==> src/core/clcdp_consts.svh <==
`ifndef CLCDP_CONSTS_SVH
`define CLCDP_CONSTS_SVH
// clock and timing figures
`define CLCDP_CLK_KHZ 10000
`define CLCDP_POR_MS 40
`define CLCDP_CLEAR_MS 2
`define CLCDP_EXEC_US 30
// instruction opcodes, compared against the upper bits of the byte
`define CLCDP_OP_CLEAR 8'h01
`define CLCDP_OP_ENTRY 6'h01
`define CLCDP_OP_DISP 5'h01
`define CLCDP_OP_FUNC 3'h1
`define CLCDP_OP_DDRAM 1'h1
`define CLCDP_OP_OSC 4'h1
`define CLCDP_OP_POWER 4'h5
`define CLCDP_OP_FOLLOW 4'h6
`define CLCDP_OP_CONTR 4'h7
// defaults loaded by the power-on initialisation
`define CLCDP_RST_OSC 3'h4
`define CLCDP_RST_CONTRAST 6'h20
`define CLCDP_RST_RATIO 3'h2
// bus mode strap codes
`define CLCDP_MODE_PAR 2'h0
`define CLCDP_MODE_SER 2'h1
// width of the busy-time counter
`define CLCDP_CNT_W 20
// serial bits per byte
`define CLCDP_SER_BITS 4'h8
`endif

==> src/core/clcdp_pkg.sv <==
package clcdp_pkg;
  typedef logic [5:0] clcdp_contrast_t;
  typedef logic [2:0] clcdp_ratio_t;
  typedef logic [2:0] clcdp_osc_t;
  typedef logic [6:0] clcdp_addr_t;
  typedef enum logic [1:0] {ST_INIT, ST_IDLE, ST_EXEC} clcdp_state_t;
endpackage

==> src/core/clcdp_host_port.sv <==
`timescale 1ns/1ps
`default_nettype none
`include "clcdp_consts.svh"
module clcdp_host_port #(
  parameter int POR_CYCLES = `CLCDP_POR_MS * `CLCDP_CLK_KHZ,
  parameter int CLEAR_CYCLES = `CLCDP_CLEAR_MS * `CLCDP_CLK_KHZ,
  parameter int FIFO_DEPTH = 2
) (
  input wire logic sys_clk,
  input wire logic rst_n,
  input wire logic ext_reset_pin_n,
  input wire logic option_strap_one,
  input wire logic option_strap_two,
  input wire logic [1:0] bus_mode,
  input wire logic chip_select_low,
  input wire logic e_strobe,
  input wire logic register_select,
  input wire logic read_write,
  input wire logic [7:0] db_in,
  output logic [7:0] db_out,
  output logic [7:0] db_oe,
  output logic busy_flag,
  output clcdp_pkg::clcdp_addr_t address_counter,
  output logic bus_width_select,
  output logic line_count_select,
  output logic tall_font_select,
  output logic instr_table_select,
  output logic display_on,
  output logic cursor_on,
  output logic blink_on,
  output logic entry_increment,
  output logic entry_shift,
  output logic clear_display,
  output clcdp_pkg::clcdp_osc_t osc_adjust_field,
  output logic bias_select,
  output logic icon_on,
  output logic booster_on,
  output logic follower_on,
  output clcdp_pkg::clcdp_contrast_t contrast_value,
  output clcdp_pkg::clcdp_ratio_t amp_ratio_field
);
  import clcdp_pkg::*;

  localparam int EXEC_CYCLES = (`CLCDP_EXEC_US * `CLCDP_CLK_KHZ) / 1000;
  localparam int FW = 9;
  localparam int PW = $clog2(FIFO_DEPTH);

  initial
  begin
    if (POR_CYCLES < 1 || POR_CYCLES >= (1 << `CLCDP_CNT_W))
      $error("POR_CYCLES out of range");
    if (CLEAR_CYCLES < 1 || CLEAR_CYCLES >= (1 << `CLCDP_CNT_W))
      $error("CLEAR_CYCLES out of range");
    if (FIFO_DEPTH < 2 || (FIFO_DEPTH & (FIFO_DEPTH - 1)) != 0)
      $error("FIFO_DEPTH must be a power of two, at least 2");
  end

  // next address after a data write, steered by the entry mode
  function automatic clcdp_addr_t ac_step(input clcdp_addr_t a, input logic inc);
    ac_step = inc ? a + 7'h01 : a - 7'h01;
  endfunction

  ////////////////////////////////////////////////////////////////////
  // pin synchronisers
  localparam int SW = 15;
  logic [SW-1:0] raw_w;
  logic [SW-1:0] sync1_q;
  logic [SW-1:0] sync2_q;
  logic e_d_q;
  logic scl_d_q;
  logic [1:0] mode_s1_q;
  logic [1:0] mode_q;

  assign raw_w = {ext_reset_pin_n, option_strap_one, option_strap_two, chip_select_low,
                  e_strobe, register_select, read_write, db_in};

  // two stages; everything downstream reads only the second
  always_ff @(posedge sys_clk or negedge rst_n)
  begin
    if (!rst_n)
    begin
      // strobe bit resets low, its idle level, so no false edge follows reset
      sync1_q <= 15'h7BFF;
      sync2_q <= 15'h7BFF;
      e_d_q <= 1'b0;
      scl_d_q <= 1'b1;
      mode_s1_q <= `CLCDP_MODE_PAR;
      mode_q <= `CLCDP_MODE_PAR;
    end
    else
    begin
      sync1_q <= raw_w;
      sync2_q <= sync1_q;
      e_d_q <= sync2_q[10];
      scl_d_q <= sync2_q[7];
      mode_s1_q <= bus_mode; // static strap, but still a pin: two stages
      mode_q <= mode_s1_q;
    end
  end

  logic xrst_n_s, straps_low, csb_s, e_s, rs_s, rw_s;
  logic [7:0] db_s;
  assign xrst_n_s = sync2_q[14];
  // both straps low select the internal follower
  assign straps_low = ~sync2_q[13] & ~sync2_q[12];
  assign csb_s = sync2_q[11];
  assign e_s = sync2_q[10];
  assign rs_s = sync2_q[9];
  assign rw_s = sync2_q[8];
  assign db_s = sync2_q[7:0];

  logic e_fall, e_rise, scl_rise, par_mode, ser_mode;
  assign e_fall = e_d_q & ~e_s;
  assign e_rise = ~e_d_q & e_s;
  assign scl_rise = ~scl_d_q & db_s[7];
  assign par_mode = (mode_q == `CLCDP_MODE_PAR);
  assign ser_mode = (mode_q == `CLCDP_MODE_SER);

  ////////////////////////////////////////////////////////////////////
  // parallel and serial framing into a pending word {rs, byte}
  logic nib_phase_q;
  logic [3:0] nib_hi_q;
  logic [3:0] ser_cnt_q;
  logic [7:0] ser_sh_q;
  logic pend_valid_q;
  logic [FW-1:0] pend_q;
  logic fifo_ready;
  logic word_done;
  logic [FW-1:0] word_val;
  clcdp_state_t state_q;

  always_comb
  begin
    word_done = 1'b0;
    word_val = {rs_s, db_s};
    if (par_mode && e_fall && !rw_s)
    begin
      if (bus_width_select)
        word_done = 1'b1;
      else
      begin
        word_done = nib_phase_q;
        word_val = {rs_s, nib_hi_q, db_s[7:4]};
      end
    end
    else if (ser_mode && !csb_s && scl_rise && ser_cnt_q == `CLCDP_SER_BITS - 4'h1)
    begin
      word_done = 1'b1;
      word_val = {rs_s, ser_sh_q[6:0], db_s[6]};
    end
  end

  // nibble pairing; reads and writes share the phase
  always_ff @(posedge sys_clk or negedge rst_n)
  begin
    if (!rst_n)
    begin
      nib_phase_q <= 1'b0;
      nib_hi_q <= 4'h0;
    end
    else if (!xrst_n_s || bus_width_select || state_q == ST_INIT)
      nib_phase_q <= 1'b0;
    else if (par_mode && e_fall)
    begin
      nib_phase_q <= ~nib_phase_q;
      if (!nib_phase_q)
        nib_hi_q <= db_s[7:4];
    end
  end

  // serial shifter, msb first, bit count cleared while chip select is high
  always_ff @(posedge sys_clk or negedge rst_n)
  begin
    if (!rst_n)
    begin
      ser_cnt_q <= 4'h0;
      ser_sh_q <= 8'h00;
    end
    else if (csb_s || !ser_mode)
      ser_cnt_q <= 4'h0;
    else if (scl_rise)
    begin
      ser_sh_q <= {ser_sh_q[6:0], db_s[6]};
      ser_cnt_q <= word_done ? 4'h0 : ser_cnt_q + 4'h1;
    end
  end

  // pending holding word; a word arriving while it and the buffer are both full is lost
  always_ff @(posedge sys_clk or negedge rst_n)
  begin
    if (!rst_n)
    begin
      pend_valid_q <= 1'b0;
      pend_q <= 9'h000;
    end
    else if (!xrst_n_s || state_q == ST_INIT)
      pend_valid_q <= 1'b0;
    else if (word_done && (!pend_valid_q || fifo_ready))
    begin
      pend_valid_q <= 1'b1;
      pend_q <= word_val;
    end
    else if (fifo_ready)
      pend_valid_q <= 1'b0;
  end

  ////////////////////////////////////////////////////////////////////
  // two-entry buffer between framing and execution
  logic [FW-1:0] fifo_mem [FIFO_DEPTH];
  logic [PW:0] wr_ptr_q;
  logic [PW:0] rd_ptr_q;
  logic fifo_full, fifo_empty, fifo_pop;
  assign fifo_empty = (wr_ptr_q == rd_ptr_q);
  assign fifo_full = (wr_ptr_q[PW] != rd_ptr_q[PW]) && (wr_ptr_q[PW-1:0] == rd_ptr_q[PW-1:0]);
  assign fifo_ready = ~fifo_full & pend_valid_q;
  // execution drains only while idle, so a slow instruction stalls the source
  assign fifo_pop = ~fifo_empty & (state_q == ST_IDLE);

  always_ff @(posedge sys_clk or negedge rst_n)
  begin
    if (!rst_n)
    begin
      wr_ptr_q <= '0;
      rd_ptr_q <= '0;
    end
    else if (!xrst_n_s || state_q == ST_INIT)
    begin
      wr_ptr_q <= '0;
      rd_ptr_q <= '0;
    end
    else
    begin
      if (fifo_ready)
        wr_ptr_q <= wr_ptr_q + 1'b1;
      if (fifo_pop)
        rd_ptr_q <= rd_ptr_q + 1'b1;
    end
  end

  always_ff @(posedge sys_clk)
  begin
    if (fifo_ready)
      fifo_mem[wr_ptr_q[PW-1:0]] <= pend_q;
  end

  logic [FW-1:0] head;
  logic [7:0] hb;
  assign head = fifo_mem[rd_ptr_q[PW-1:0]];
  assign hb = head[7:0];

  ////////////////////////////////////////////////////////////////////
  // busy sequencing: power-on wait, idle, instruction execution
  logic [`CLCDP_CNT_W-1:0] cnt_q;
  logic is_clear;
  assign is_clear = ~head[8] & (hb == `CLCDP_OP_CLEAR);

  always_ff @(posedge sys_clk or negedge rst_n)
  begin
    if (!rst_n)
    begin
      state_q <= ST_INIT;
      cnt_q <= '0;
    end
    else if (!xrst_n_s)
    begin
      state_q <= ST_INIT;
      cnt_q <= '0;
    end
    else
    begin
      case (state_q)
        ST_INIT:
        begin
          if (cnt_q == `CLCDP_CNT_W'(POR_CYCLES - 1))
          begin
            state_q <= ST_IDLE;
            cnt_q <= '0;
          end
          else
            cnt_q <= cnt_q + 1'b1;
        end
        ST_IDLE:
        begin
          if (fifo_pop)
          begin
            state_q <= ST_EXEC;
            cnt_q <= is_clear ? `CLCDP_CNT_W'(CLEAR_CYCLES - 1) : `CLCDP_CNT_W'(EXEC_CYCLES - 1);
          end
        end
        ST_EXEC:
        begin
          if (cnt_q == '0)
            state_q <= ST_IDLE;
          else
            cnt_q <= cnt_q - 1'b1;
        end
        default:
          state_q <= ST_INIT;
      endcase
    end
  end

  always_ff @(posedge sys_clk or negedge rst_n)
  begin
    if (!rst_n)
      busy_flag <= 1'b1;
    else
      busy_flag <= (state_q != ST_IDLE) | fifo_pop | ~fifo_empty | pend_valid_q | word_done;
  end

  ////////////////////////////////////////////////////////////////////
  // instruction decode and configuration state
  logic ext_ok;
  assign ext_ok = fifo_pop & ~head[8] & instr_table_select;

  always_ff @(posedge sys_clk or negedge rst_n)
  begin
    if (!rst_n)
    begin
      bus_width_select <= 1'b1;
      line_count_select <= 1'b0;
      tall_font_select <= 1'b0;
      instr_table_select <= 1'b0;
      display_on <= 1'b0;
      cursor_on <= 1'b0;
      blink_on <= 1'b0;
      entry_increment <= 1'b1;
      entry_shift <= 1'b0;
      osc_adjust_field <= `CLCDP_RST_OSC;
      bias_select <= 1'b0;
      icon_on <= 1'b0;
      booster_on <= 1'b0;
      follower_on <= 1'b0;
      contrast_value <= `CLCDP_RST_CONTRAST;
      amp_ratio_field <= `CLCDP_RST_RATIO;
    end
    else if (state_q == ST_INIT)
    begin
      bus_width_select <= 1'b1;
      line_count_select <= 1'b0;
      tall_font_select <= 1'b0;
      instr_table_select <= 1'b0;
      display_on <= 1'b0;
      cursor_on <= 1'b0;
      blink_on <= 1'b0;
      entry_increment <= 1'b1;
      entry_shift <= 1'b0;
      osc_adjust_field <= `CLCDP_RST_OSC;
      bias_select <= 1'b0;
      icon_on <= 1'b0;
      booster_on <= 1'b0;
      follower_on <= 1'b0;
      contrast_value <= `CLCDP_RST_CONTRAST;
      amp_ratio_field <= `CLCDP_RST_RATIO;
    end
    else if (fifo_pop && !head[8])
    begin
      if (hb[7:5] == `CLCDP_OP_FUNC)
      begin
        bus_width_select <= hb[4];
        line_count_select <= hb[3];
        tall_font_select <= hb[2];
        instr_table_select <= hb[0];
      end
      else if (hb == `CLCDP_OP_CLEAR)
        entry_increment <= 1'b1; // clear also forces increment
      else if (hb[7:3] == `CLCDP_OP_DISP)
      begin
        display_on <= hb[2];
        cursor_on <= hb[1];
        blink_on <= hb[0];
      end
      else if (hb[7:2] == `CLCDP_OP_ENTRY)
      begin
        entry_increment <= hb[1];
        entry_shift <= hb[0];
      end
      else if (ext_ok && hb[7:4] == `CLCDP_OP_OSC)
      begin
        bias_select <= hb[3];
        osc_adjust_field <= hb[2:0];
      end
      else if (ext_ok && hb[7:4] == `CLCDP_OP_POWER)
      begin
        icon_on <= hb[3];
        if (straps_low)
        begin
          booster_on <= hb[2];
          contrast_value[5:4] <= hb[1:0];
        end
      end
      else if (ext_ok && hb[7:4] == `CLCDP_OP_FOLLOW && straps_low)
      begin
        follower_on <= hb[3];
        amp_ratio_field <= hb[2:0];
      end
      else if (ext_ok && hb[7:4] == `CLCDP_OP_CONTR && straps_low)
        contrast_value[3:0] <= hb[3:0];
    end
  end

  // address counter: set address, step on data writes, zero on clear
  always_ff @(posedge sys_clk or negedge rst_n)
  begin
    if (!rst_n)
    begin
      address_counter <= '0;
      clear_display <= 1'b0;
    end
    else
    begin
      // held pin keeps cnt at zero, so pulse only once the pin is released
      clear_display <= (state_q == ST_INIT && cnt_q == '0 && xrst_n_s) | (fifo_pop & is_clear);
      if (state_q == ST_INIT || (fifo_pop && is_clear))
        address_counter <= '0;
      else if (fifo_pop && head[8])
        address_counter <= ac_step(address_counter, entry_increment);
      else if (fifo_pop && hb[7] == `CLCDP_OP_DDRAM)
        address_counter <= hb[6:0];
    end
  end

  ////////////////////////////////////////////////////////////////////
  // read path: status byte, or two nibbles in 4-bit mode
  logic [7:0] status_w;
  assign status_w = {busy_flag, address_counter};

  always_ff @(posedge sys_clk or negedge rst_n)
  begin
    if (!rst_n)
    begin
      db_out <= 8'h00;
      db_oe <= 8'h00;
    end
    else if (par_mode && e_s && rw_s)
    begin
      // data reads return zero: no display memory here
      if (e_rise)
      begin
        if (bus_width_select)
          db_out <= rs_s ? 8'h00 : status_w;
        else if (!nib_phase_q)
          db_out <= {rs_s ? 4'h0 : status_w[7:4], 4'h0};
        else
          db_out <= {rs_s ? 4'h0 : status_w[3:0], 4'h0};
      end
      db_oe <= bus_width_select ? 8'hFF : 8'hF0;
    end
    else
      db_oe <= 8'h00;
  end

endmodule
`default_nettype wire

==> config.mk <==
export PLATFORM = sky130hd
export DESIGN_NAME = clcdp_host_port
export DESIGN_NICKNAME = d
export VERILOG_FILES = /design/src/core/clcdp_pkg.sv /design/src/core/clcdp_host_port.sv
export VERILOG_INCLUDE_DIRS = /design/src /design/src/core
export SDC_FILE = /design/constraint.sdc
export NUM_CORES = 1
export LEC_CHECK = 0
export ABC_AREA = 1
export BUFFER_PORTS_ARGS = -buffer_cell sky130_fd_sc_hd__clkbuf_2
export CORE_MARGIN = 3
export CORE_UTILIZATION = 30
export CTS_CLUSTER_SIZE = 14
export DETAILED_ROUTE_END_ITERATION = 16
export HOLD_SLACK_MARGIN = 0.05
export PLACE_DENSITY = 0.58
export SLEW_MARGIN = 10
export SYNTH_ARGS = -nofsm -noshare
export SYNTH_HDL_FRONTEND = slang
export SYNTH_SLANG_ARGS = --single-unit
==> constraint.sdc <==
create_clock -name sys_clk -period 2.2 [get_ports sys_clk]
set_clock_uncertainty 0.15 [all_clocks]
set_input_delay 0 -clock sys_clk [delete_from_list [all_inputs] [get_ports sys_clk]]
set_output_delay 0 -clock sys_clk [all_outputs]
set_load 0.01 [all_outputs]
# Word level (Yosys, flattened, before mapping)
# Memories as Yosys holds them, arrays and structs flattened.
# Index checks and enable logic that the tools add are counted.
dict set report op_classes {
  bitwise_logic 27
  mux 142
  n_reduce_logical 67
  add_sub_neg 7
  eq_ne 30
}
# op n
set op_table {}
lappend op_table {{$mux 1} 82}
lappend op_table {{$mux 20} 4}
lappend op_table {{$pmux 20 s3} 1}
lappend op_table {{$mux 8} 7}
lappend op_table {{$mux 3} 16}
lappend op_table {{$mux 6} 7}
lappend op_table {{$mux 4} 9}
lappend op_table {{$mux 7} 4}
lappend op_table {{$reduce_bool 2->1} 13}
lappend op_table {{$logic_and 1x1->1} 21}
lappend op_table {{$add 20x1->20 const B} 1}
lappend op_table {{$eq 20x19->1 const B} 1}
lappend op_table {{$logic_not 20->1} 1}
lappend op_table {{$mux 2} 10}
lappend op_table {{$sub 20x1->20 const B} 1}
lappend op_table {{$eq 4x3->1 const B} 4}
lappend op_table {{$reduce_and 8->1} 2}
lappend op_table {{$mux 15} 1}
lappend op_table {{$ne 3x3->1 const B} 5}
lappend op_table {{$ne 2x2->1 const B} 7}
lappend op_table {{$not 1->1} 12}
lappend op_table {{$and 1x1->1} 10}
lappend op_table {{$reduce_and 3->1} 3}
lappend op_table {{$reduce_and 9->1} 1}
lappend op_table {{other kinds (27)} 50}
dict set report totals {
  out_inout_bits 50
  n_memories 1
  in_bits 19
  regBits 138
  mem_bits_rw 18
  wordCells 312
}
# memory depth word_bits rd rd_clocked_by_memory_dff write_ports line
set mem_list {}
lappend mem_list {fifo_mem 2 9 1 0 1 clcdp_host_port.sv:209} ;# logic [FW-1:0] fifo_mem [FIFO_DEPTH];

# Longest topological paths before layout
# Gate-level depths: netlist of run 1.
dict set report depth {
  depth_word 17
  depth_mapped 13
  depth_no_buf 11
}

# Least setup slack after synthesis of run 1
# OpenSTA, ideal clock, no wires.
dict set report synth_timing {
  path_kind {register to register}
  startpoint {register entry_increment}
  endpoint {register address_counter[6]}
  stages_incl_launch_ff 11
  required_time_ns 1.932
  synth_period_minus_slack_ns 1.906
  path_slack_ns 0.294
  n_path_buf 0
  setup_time_ns 0.118
  arrival_ns 1.638
  path_cell_list {dfstp_2 inv_1 ha_1 nand2_1 inv_1 o21ai_0 nand4_1 nand3_1 nand2_1 nand3_1 nand2_1}
}
dict set report synth_between {
  elab_chain_cells 3
}
# item line
set synth_rtl {}
lappend synth_rtl {{start: declaration} clcdp_host_port.sv:31} ;# output logic entry_increment,
lappend synth_rtl {{start signal: assignment} clcdp_host_port.sv:375} ;# entry_increment <= hb[1];
lappend synth_rtl {{$mux 7} clcdp_host_port.sv:60} ;# ac_step = inc ? a + 7'h01 : a - 7'h01;
lappend synth_rtl {{$mux 7} clcdp_host_port.sv:416} ;# else if (fifo_pop && head[8])
lappend synth_rtl {{$mux 7} clcdp_host_port.sv:414} ;# if (state_q == ST_INIT || (fifo_pop && is_clear))
lappend synth_rtl {{end signal: assignment} clcdp_host_port.sv:417} ;# address_counter <= ac_step(address_counter, entry_increment);
lappend synth_rtl {{end signal: assignment} clcdp_host_port.sv:419} ;# address_counter <= hb[6:0];
lappend synth_rtl {{end: declaration} clcdp_host_port.sv:23} ;# output clcdp_pkg::clcdp_addr_t address_counter,
# No other way between the ends.
# A chain may end at the register's enable or synchronous reset.

# Worst setup path after layout of run 1
dict set report layout_timing {
  startpoint {register cnt_q[1]}
  endpoint {register state_q[0]}
}
dict set report layout_between {
  elab_chain_cells 3
  elab_cells_between_ends 5
  cone_classes {eq/ne: 3; reduce/logical: 2}
}
# item line
set layout_rtl {}
lappend layout_rtl {{start: declaration} clcdp_host_port.sv:253} ;# logic [`CLCDP_CNT_W-1:0] cnt_q;
lappend layout_rtl {{start signal: assignment} clcdp_host_port.sv:280} ;# cnt_q <= cnt_q + 1'b1;
lappend layout_rtl {{start signal: assignment} clcdp_host_port.sv:287} ;# cnt_q <= is_clear ? `CLCDP_CNT_W'(CLEAR_CYCLES - 1) : `CLCDP_CNT_W'(EXEC_CYCLES - 1);
lappend layout_rtl {{start signal: assignment} clcdp_host_port.sv:295} ;# cnt_q <= cnt_q - 1'b1;
lappend layout_rtl {{$eq 20x19->1 or $logic_not 20->1 (tied branches)} {clcdp_host_port.sv:274, clcdp_host_port.sv:292}}
lappend layout_rtl {{$ne 3x3->1 (no source line)} -}
lappend layout_rtl {{$reduce_and 3->1 (no source line) *} -}
lappend layout_rtl {{end signal: assignment} clcdp_host_port.sv:276} ;# state_q <= ST_IDLE;
lappend layout_rtl {{end signal: assignment} clcdp_host_port.sv:286} ;# state_q <= ST_EXEC;
lappend layout_rtl {{end signal: assignment} clcdp_host_port.sv:293} ;# state_q <= ST_IDLE;
lappend layout_rtl {{end: declaration} clcdp_host_port.sv:130} ;# clcdp_state_t state_q;
# Every way passes the cells marked *; elsewhere a longest branch is shown, timed or not.

==> impl_metrics.tcl, run 1 <==
set metrics [dict create \
    status "finished, final reports clean" \
    cts_buffer_depth 2 \
    avgSynthCellArea_um2 7.90 \
    async_flop_share 0.880 \
    cp_data_required_time_ps 2350 \
    clkLatencyLatePin_ps 420 \
    hold_viol 0 \
    rsz0062_at_grt "false" \
    htreeDepth 4 \
    arrival_ps 2160 \
    slew_headroom 0.668 \
    synth_top_family_by_area "simple AND/OR/NAND/NOR gates" \
    hp-class "in2reg" \
    synth-seq-cells 150 \
    vias 6866 \
    drt_iter0_drc 534 \
    tritoncts "done" \
    setup_viol 0 \
    synth_area_leaders "dfrtp_1 30%, nand2_1 15%, dfstp_2 11%" \
    ioPinCount 69 \
    endpoint_kind "register" \
    fp.dieH_um 170 \
    p_comb_frac 0.372 \
    cts_sinks 150 \
    cts_buffers 17 \
    post-route-min-period_ps 2010 \
    postCtsSetupRepairBufs 0 \
    power.switching_w 0.00409 \
    cp_cell_sequence "ha_1 > nand2_1 > nor2_2 > inv_1 > nor2_1 > nand3_2 > nand3_1 > nand3_1 > nand2_1 > o21ai_0" \
    synth-simple-area-share 0.310 \
    layout.nets 1162 \
    rows 59 \
    wl_per_cell_um 13.5 \
    root_buffer "clkbuf_16" \
    slew_viol_final 0 \
    r2r_slack_ps 190 \
    ant_nets 0 \
    max_freq_mhz 499 \
    seq_power_share 0.351 \
    grt_pass1_vias 6520 \
    power.share.clock 0.278 \
    switching_share 0.398 \
    ys.flop_type "dfrtp_1" \
    die_area_mm2 0.0288 \
    finalCoreUtilization 0.372 \
    worst_pin_slew_ps 498 \
    synth_xor_area_frac 0.0151 \
    yosys.area.top_type_share 0.302 \
    final_common_cell "nand2_1" \
    core_area_mm2 0.0262 \
    muxShareOfSynthArea 0.00280 \
    drc 0 \
    start_util 0.307 \
    reg2reg_from "cnt_q[1]$_DFFE_PN0P_" \
    critPathSlowestCell "dfrtp_1" \
    viasPerCell 4.65 \
    cap_violations 0 \
    drive_above_1_share 0.192 \
    internal_power_w 0.00619 \
    port_buffers 68 \
    hold_slack_ps 66.3 \
    yosysSeqAreaShare 0.483 \
    synth-adder-area-share 0.0211 \
    path_clk_slew_ps 70 \
    synth_compound_area_frac 0.0869 \
    nFillCells 2644 \
    cellPowerDensity_mw_per_mm2 1050 \
    syn_nets 1051 \
    grt.overflow.total 0 \
    startpoint "cnt_q[1]$_DFFE_PN0P_" \
    synthToLayoutAreaGrowth_pct 21.2 \
    ir_drop_mv 0.672 \
    synth_edf_count 18 \
    finalSetupTns_ps 0 \
    crit_type "reg2reg" \
    dieWidth_um 170 \
    critPathMaxFanout 7 \
    syn_area_mm2 0.00805 \
    synth_cell_type_count 51 \
    grt_antenna_before_repair 0 \
    critPathLaunchType "register" \
    grt_pass1_wl_mm 33.7 \
    gp_congestion 0.917 \
    cp-endpoint "state_q[0]$_DFFE_PN0P_" \
    final_cell_mix "327 x nand2_1, 97 x inv_1, 97 x dfrtp_1, 95 x nand3_1, 82 x nor2_1" \
    syn_inst 1019 \
    track_usage 0.144 \
    reg2regPathDepth 10 \
    timing.rr.end "state_q[0]$_DFFE_PN0P_" \
    p_leak_nw 4.80 \
    drt_wl_total_mm 20.0 \
    yosys.area.top_type "dfrtp_1" \
    post-route-period-util 0.911 \
    yosysWarningCount 0 \
    antenna_cells 0 \
    grt_max_degree 67 \
    dp.final_hpwl_mm 14.4 \
    cpPeakStageDelay_ps 420 \
    firstDrtPassIters 6 \
]
-- worst min-delay path by stage --
stage | to | startpoint | depth (start not counted) | slack, ps
floorplan | address_counter[0]$_DFFE_PN0P_ | rst_n | 0 | -450
global placement | cnt_q[0]$_DFFE_PN0P_ | rst_n | 1 | -200
detailed placement | cnt_q[2]$_DFFE_PN0P_ | rst_n | 1 | -200
CTS | mode_s1_q[0]$_DFF_PN0_ | bus_mode[0] | 2 | 50
global route | sync1_q[12]$_DFF_PN1_ | option_strap_two | 2 | 60
finish | sync1_q[2]$_DFF_PN1_ | db_in[2] | 2 | 70
-- logic make-up (layout without fill, tap and decap cells) --
| kind of cell | count (synthesis) | after routing |
|---|---|---|
| AND/OR/NAND/NOR | 568 | 568 |
| flip-flops | 150 | 150 |
| buffers and inverters | 146 | 270 |
| AO/OA/AOI/OAI | 127 | 127 |
| adder cells (fa/ha/maj) | 13 | 13 |
| XOR/XNOR | 13 | 13 |
| multiplexers | 2 | 2 |
-- per-stage QoR --
step,setup WS [ps],power (W),cells,cell area (µm²)
floorplan,294,0.00615,1019,8050
global placement,186,0.00737,1416,8860
detailed placement,145,0.00742,1416,8860
CTS,119,0.0104,1478,9740
global route,9.98,0.0111,1478,9760
finish,195,0.0103,1478,9760
-- power groups by stage --
stage / Combinational [W] / Sequential, W / Clock (W)
2_1_floorplan: 0.00257 / 0.00358 / 0
6_report: 0.00382 / 0.00360 / 0.00286
3_5_place_dp: 0.00378 / 0.00365 / 0
5_1_grt: 0.00435 / 0.00366 / 0.00306
4_1_cts: 0.00384 / 0.00360 / 0.00294
3_3_place_gp: 0.00372 / 0.00364 / 0
-- routing by layer --
layer,up-vias,global-route usage,routed length (µm)
li1,3506,-,-
met1,3188,0.211,10300
met2,151,0.215,8620
met3,21,0.0289,821
met4,0,0.0430,321
met5,-,0,0
-- Yosys cell counts, drive strengths merged (12+ instances only) --
library cell and n:
nand2 340, inv 100, dfrtp 97, nand3 97, nor2 97, o21ai 89, dfstp 35, buf 32
nand4 22, a21oi 21, edfxtp 18, ha 12
-- repair_timing --
item                                    in CTS  in global routing
resized for setup                            0                  4
hold endpoints to repair                   141                  0
hold buffers                                30                  0
endpoints found under the setup margin       0                  9
-- sequential cells by signal, summed over array words and instances, names as in the netlist, 4 cells and up --
signal and count:
cnt_q 20, sync2_q 15, address_counter 7, pend_q 9, contrast_value 6, fifo_mem 18
nib_hi_q 4, ser_sh_q 7, sync1_q 15, ser_cnt_q 4, db_out 8
-- critical path, delay by kind of cell (launching register included) --
family,cells,cell delay [ps]
AOI/OAI and AO/OA,1,70
adders and majority gates,1,200
buffers and inverters,1,50
DFF,1,420
and+or+nand+nor,7,1000
-- cell type report --
class	instances	area, µm²	share of cell area
Tap cell	335	419	0.0430
Sequential cell	150	3890	0.398
Clock buffer	18	429	0.0440
Timing Repair Buffer	134	965	0.0989
Multi-Input combinational cell	723	3520	0.361
Clock inverter	14	139	0.0142
Inverter	104	393	0.0403
Power figures use the tool's default switching activity.
==> run 2, diff against run 1 <==
--- a/config.mk
+++ b/config.mk
@@ -13,5 +13,5 @@
 export CTS_CLUSTER_SIZE = 14
 export DETAILED_ROUTE_END_ITERATION = 16
-export HOLD_SLACK_MARGIN = 0.05
+export HOLD_SLACK_MARGIN = 0.08
 export PLACE_DENSITY = 0.58
 export SLEW_MARGIN = 10
==> constraint.sdc (replaced) <==
create_clock -name sys_clk -period 2.2 [get_ports sys_clk]
set_clock_uncertainty 0.15 [all_clocks]
set_input_delay 0.33 -clock sys_clk [delete_from_list [all_inputs] [get_ports sys_clk]]
set_output_delay 0.33 -clock sys_clk [all_outputs]
set_load 0.01 [all_outputs]
==> impl_metrics.tcl, run 2 (synthesis gave the netlist of run 1 again) <==
set metrics [dict create \
    r2r_slack_ps 170 \
    internal_power_w 0.00635 \
    track_usage 0.143 \
    finalNonFillerCells 1465 \
    ioPinCount 69 \
    final_cell_mix "327 x nand2_1, 97 x inv_1, 97 x dfrtp_1, 95 x nand3_1, 83 x nor2_1" \
    grt.overflow.total 0 \
    fp.dieH_um 170 \
    hold_viol 0 \
    largest-register "cnt_q" \
    power.share.clock 0.292 \
    start_util 0.307 \
    die_area_mm2 0.0288 \
    slew_viol_final 0 \
    cts_buffer_depth 2 \
    cp_data_required_time_ps 2360 \
    drive_above_1_share 0.191 \
    post-route-period-util 0.925 \
    ant_nets 0 \
    core_area_mm2 0.0262 \
    setup_viol 0 \
    ir_drop_mv 0.464 \
    max_freq_mhz 491 \
    reg2regPathDepth 12 \
    viasPerCell 4.67 \
    p_comb_frac 0.363 \
    final-seq-area_mm2 0.00389 \
    dp.cells 1415 \
    synthToLayoutAreaGrowth_pct 20.3 \
    tritoncts "done" \
    nFillCells 2659 \
    layout.nets 1149 \
    cts_sinks 150 \
    reg2reg_from "state_q[1]$_DFFE_PN0P_" \
    antenna_cells 0 \
    worst_pin_slew_ps 481 \
    drt_wl_total_mm 19.8 \
    cp_num_buf_inv 4 \
    cap_violations 0 \
    critPathSlowestCell "ha_1" \
    dieWidth_um 170 \
    dp.final_hpwl_mm 14.5 \
    rows 59 \
    startpoint "state_q[1]$_DFFE_PN0P_" \
    cp-endpoint "cnt_q[8]$_DFFE_PN0P_" \
    drt_iter0_drc 461 \
    htreeDepth 4 \
    seq_power_share 0.345 \
    crit_top_cell "nand2_1" \
    cpPeakStageDelay_ps 420 \
    hp-class "reg2reg" \
    timing.rr.end "cnt_q[8]$_DFFE_PN0P_" \
    grt_pass1_wl_mm 33.5 \
    p_total_w 0.0104 \
    final_common_cell "nand2_1" \
    critPathLaunchType "register" \
    largest_reg_flops 20 \
    post-route-min-period_ps 2030 \
    finalCoreUtilization 0.369 \
    gp_congestion 0.905 \
    critPathTopFamily "simple AND/OR/NAND/NOR gates" \
    crit_type "reg2reg" \
    cts_buffers 17 \
    arrival_ps 2190 \
    power.switching_w 0.00408 \
    wl_per_cell_um 13.5 \
    clkLatencyLatePin_ps 420 \
    endpoint_kind "register" \
    dp_worst_setup_slack_ps 164 \
    multi_input_comb_area_mm2 0.00352 \
    cp_cell_sequence "inv_1 > ha_1 > nand2_1 > inv_1 > nand2_1 > nand2_1 > clkinv_1 > nand2_2 > nor2_4 > buf_12 > nand3_1 > nand2_1" \
    critPathMaxFanout 16 \
    path_clk_slew_ps 70 \
    rsz0062_at_grt "false" \
    port_buffers 68 \
    firstDrtPassIters 5 \
    grt_pass1_vias 6684 \
    setup_ws_ps 165 \
    status "finished, final reports clean" \
    grt_antenna_before_repair 0 \
    slew_headroom 0.679 \
    grt_max_degree 51 \
    vias 6845 \
    cellPowerDensity_mw_per_mm2 1080 \
    drc 0 \
    finalSetupTns_ps 0 \
    switching_share 0.391 \
    root_buffer "clkbuf_16" \
    path_depth 12 \
    p_leak_nw 4.76 \
]
-- run 2: power by group through the flow --
stage,combinational (W),sequential (W),clock (W)
after global routing,0.00433,0.00366,0.00326
after detailed placement,0.00374,0.00365,0
final,0.00378,0.00360,0.00304
after CTS,0.00379,0.00361,0.00314
after global placement,0.00370,0.00365,0
after floorplan,0.00257,0.00358,0
-- run 2: stage by stage --
stage,hold WS (ps),area (µm²)
finish,202,9680
global route,210,9680
CTS,203,9660
detailed placement,141,8870
global placement,139,8870
floorplan,-116,8050
-- run 2: cell type report --
class	count	share of cell area
repair buffers	121	0.0871
flip-flops and latches	150	0.402
multi-input cells	723	0.364
clock buffers	19	0.0469
inverters	104	0.0406
well taps	335	0.0433
clock inverters	13	0.0165
-- run 2: timing repair --
item | in CTS | in global routing
hold endpoints to repair | 74 | 0
setup endpoints to repair | 0 | 11
hold buffers | 18 | 0
buffers inserted | 0 | 0
resized for setup | 0 | 4
-- run 2: how the worst min path moves through the flow --
stage / start / endpoint / slack (ps) / depth (start not counted)
5_1_grt: sync1_q[5]$_DFF_PN1_ / sync2_q[5]$_DFF_PN1_ / 210 / 0
4_1_cts: mode_s1_q[0]$_DFF_PN0_ / mode_q[0]$_DFF_PN0_ / 200 / 0
2_1_floorplan: rst_n / address_counter[0]$_DFFE_PN0P_ / -120 / 0
3_3_place_gp: rst_n / ser_sh_q[4]$_DFFE_PN0P_ / 140 / 1
6_report: sync1_q[10]$_DFF_PN0_ / sync2_q[10]$_DFF_PN0_ / 200 / 0
3_5_place_dp: rst_n / ser_sh_q[5]$_DFFE_PN0P_ / 140 / 1
-- run 2: layer usage --
layer / vias to the layer above / track usage / wire, µm
met4: 0 / 0.0459 / 312
met5: - / 0 / 0
met2: 160 / 0.216 / 8840
met3: 25 / 0.0317 / 894
met1: 3187 / 0.204 / 9730
li1: 3473 / - / -
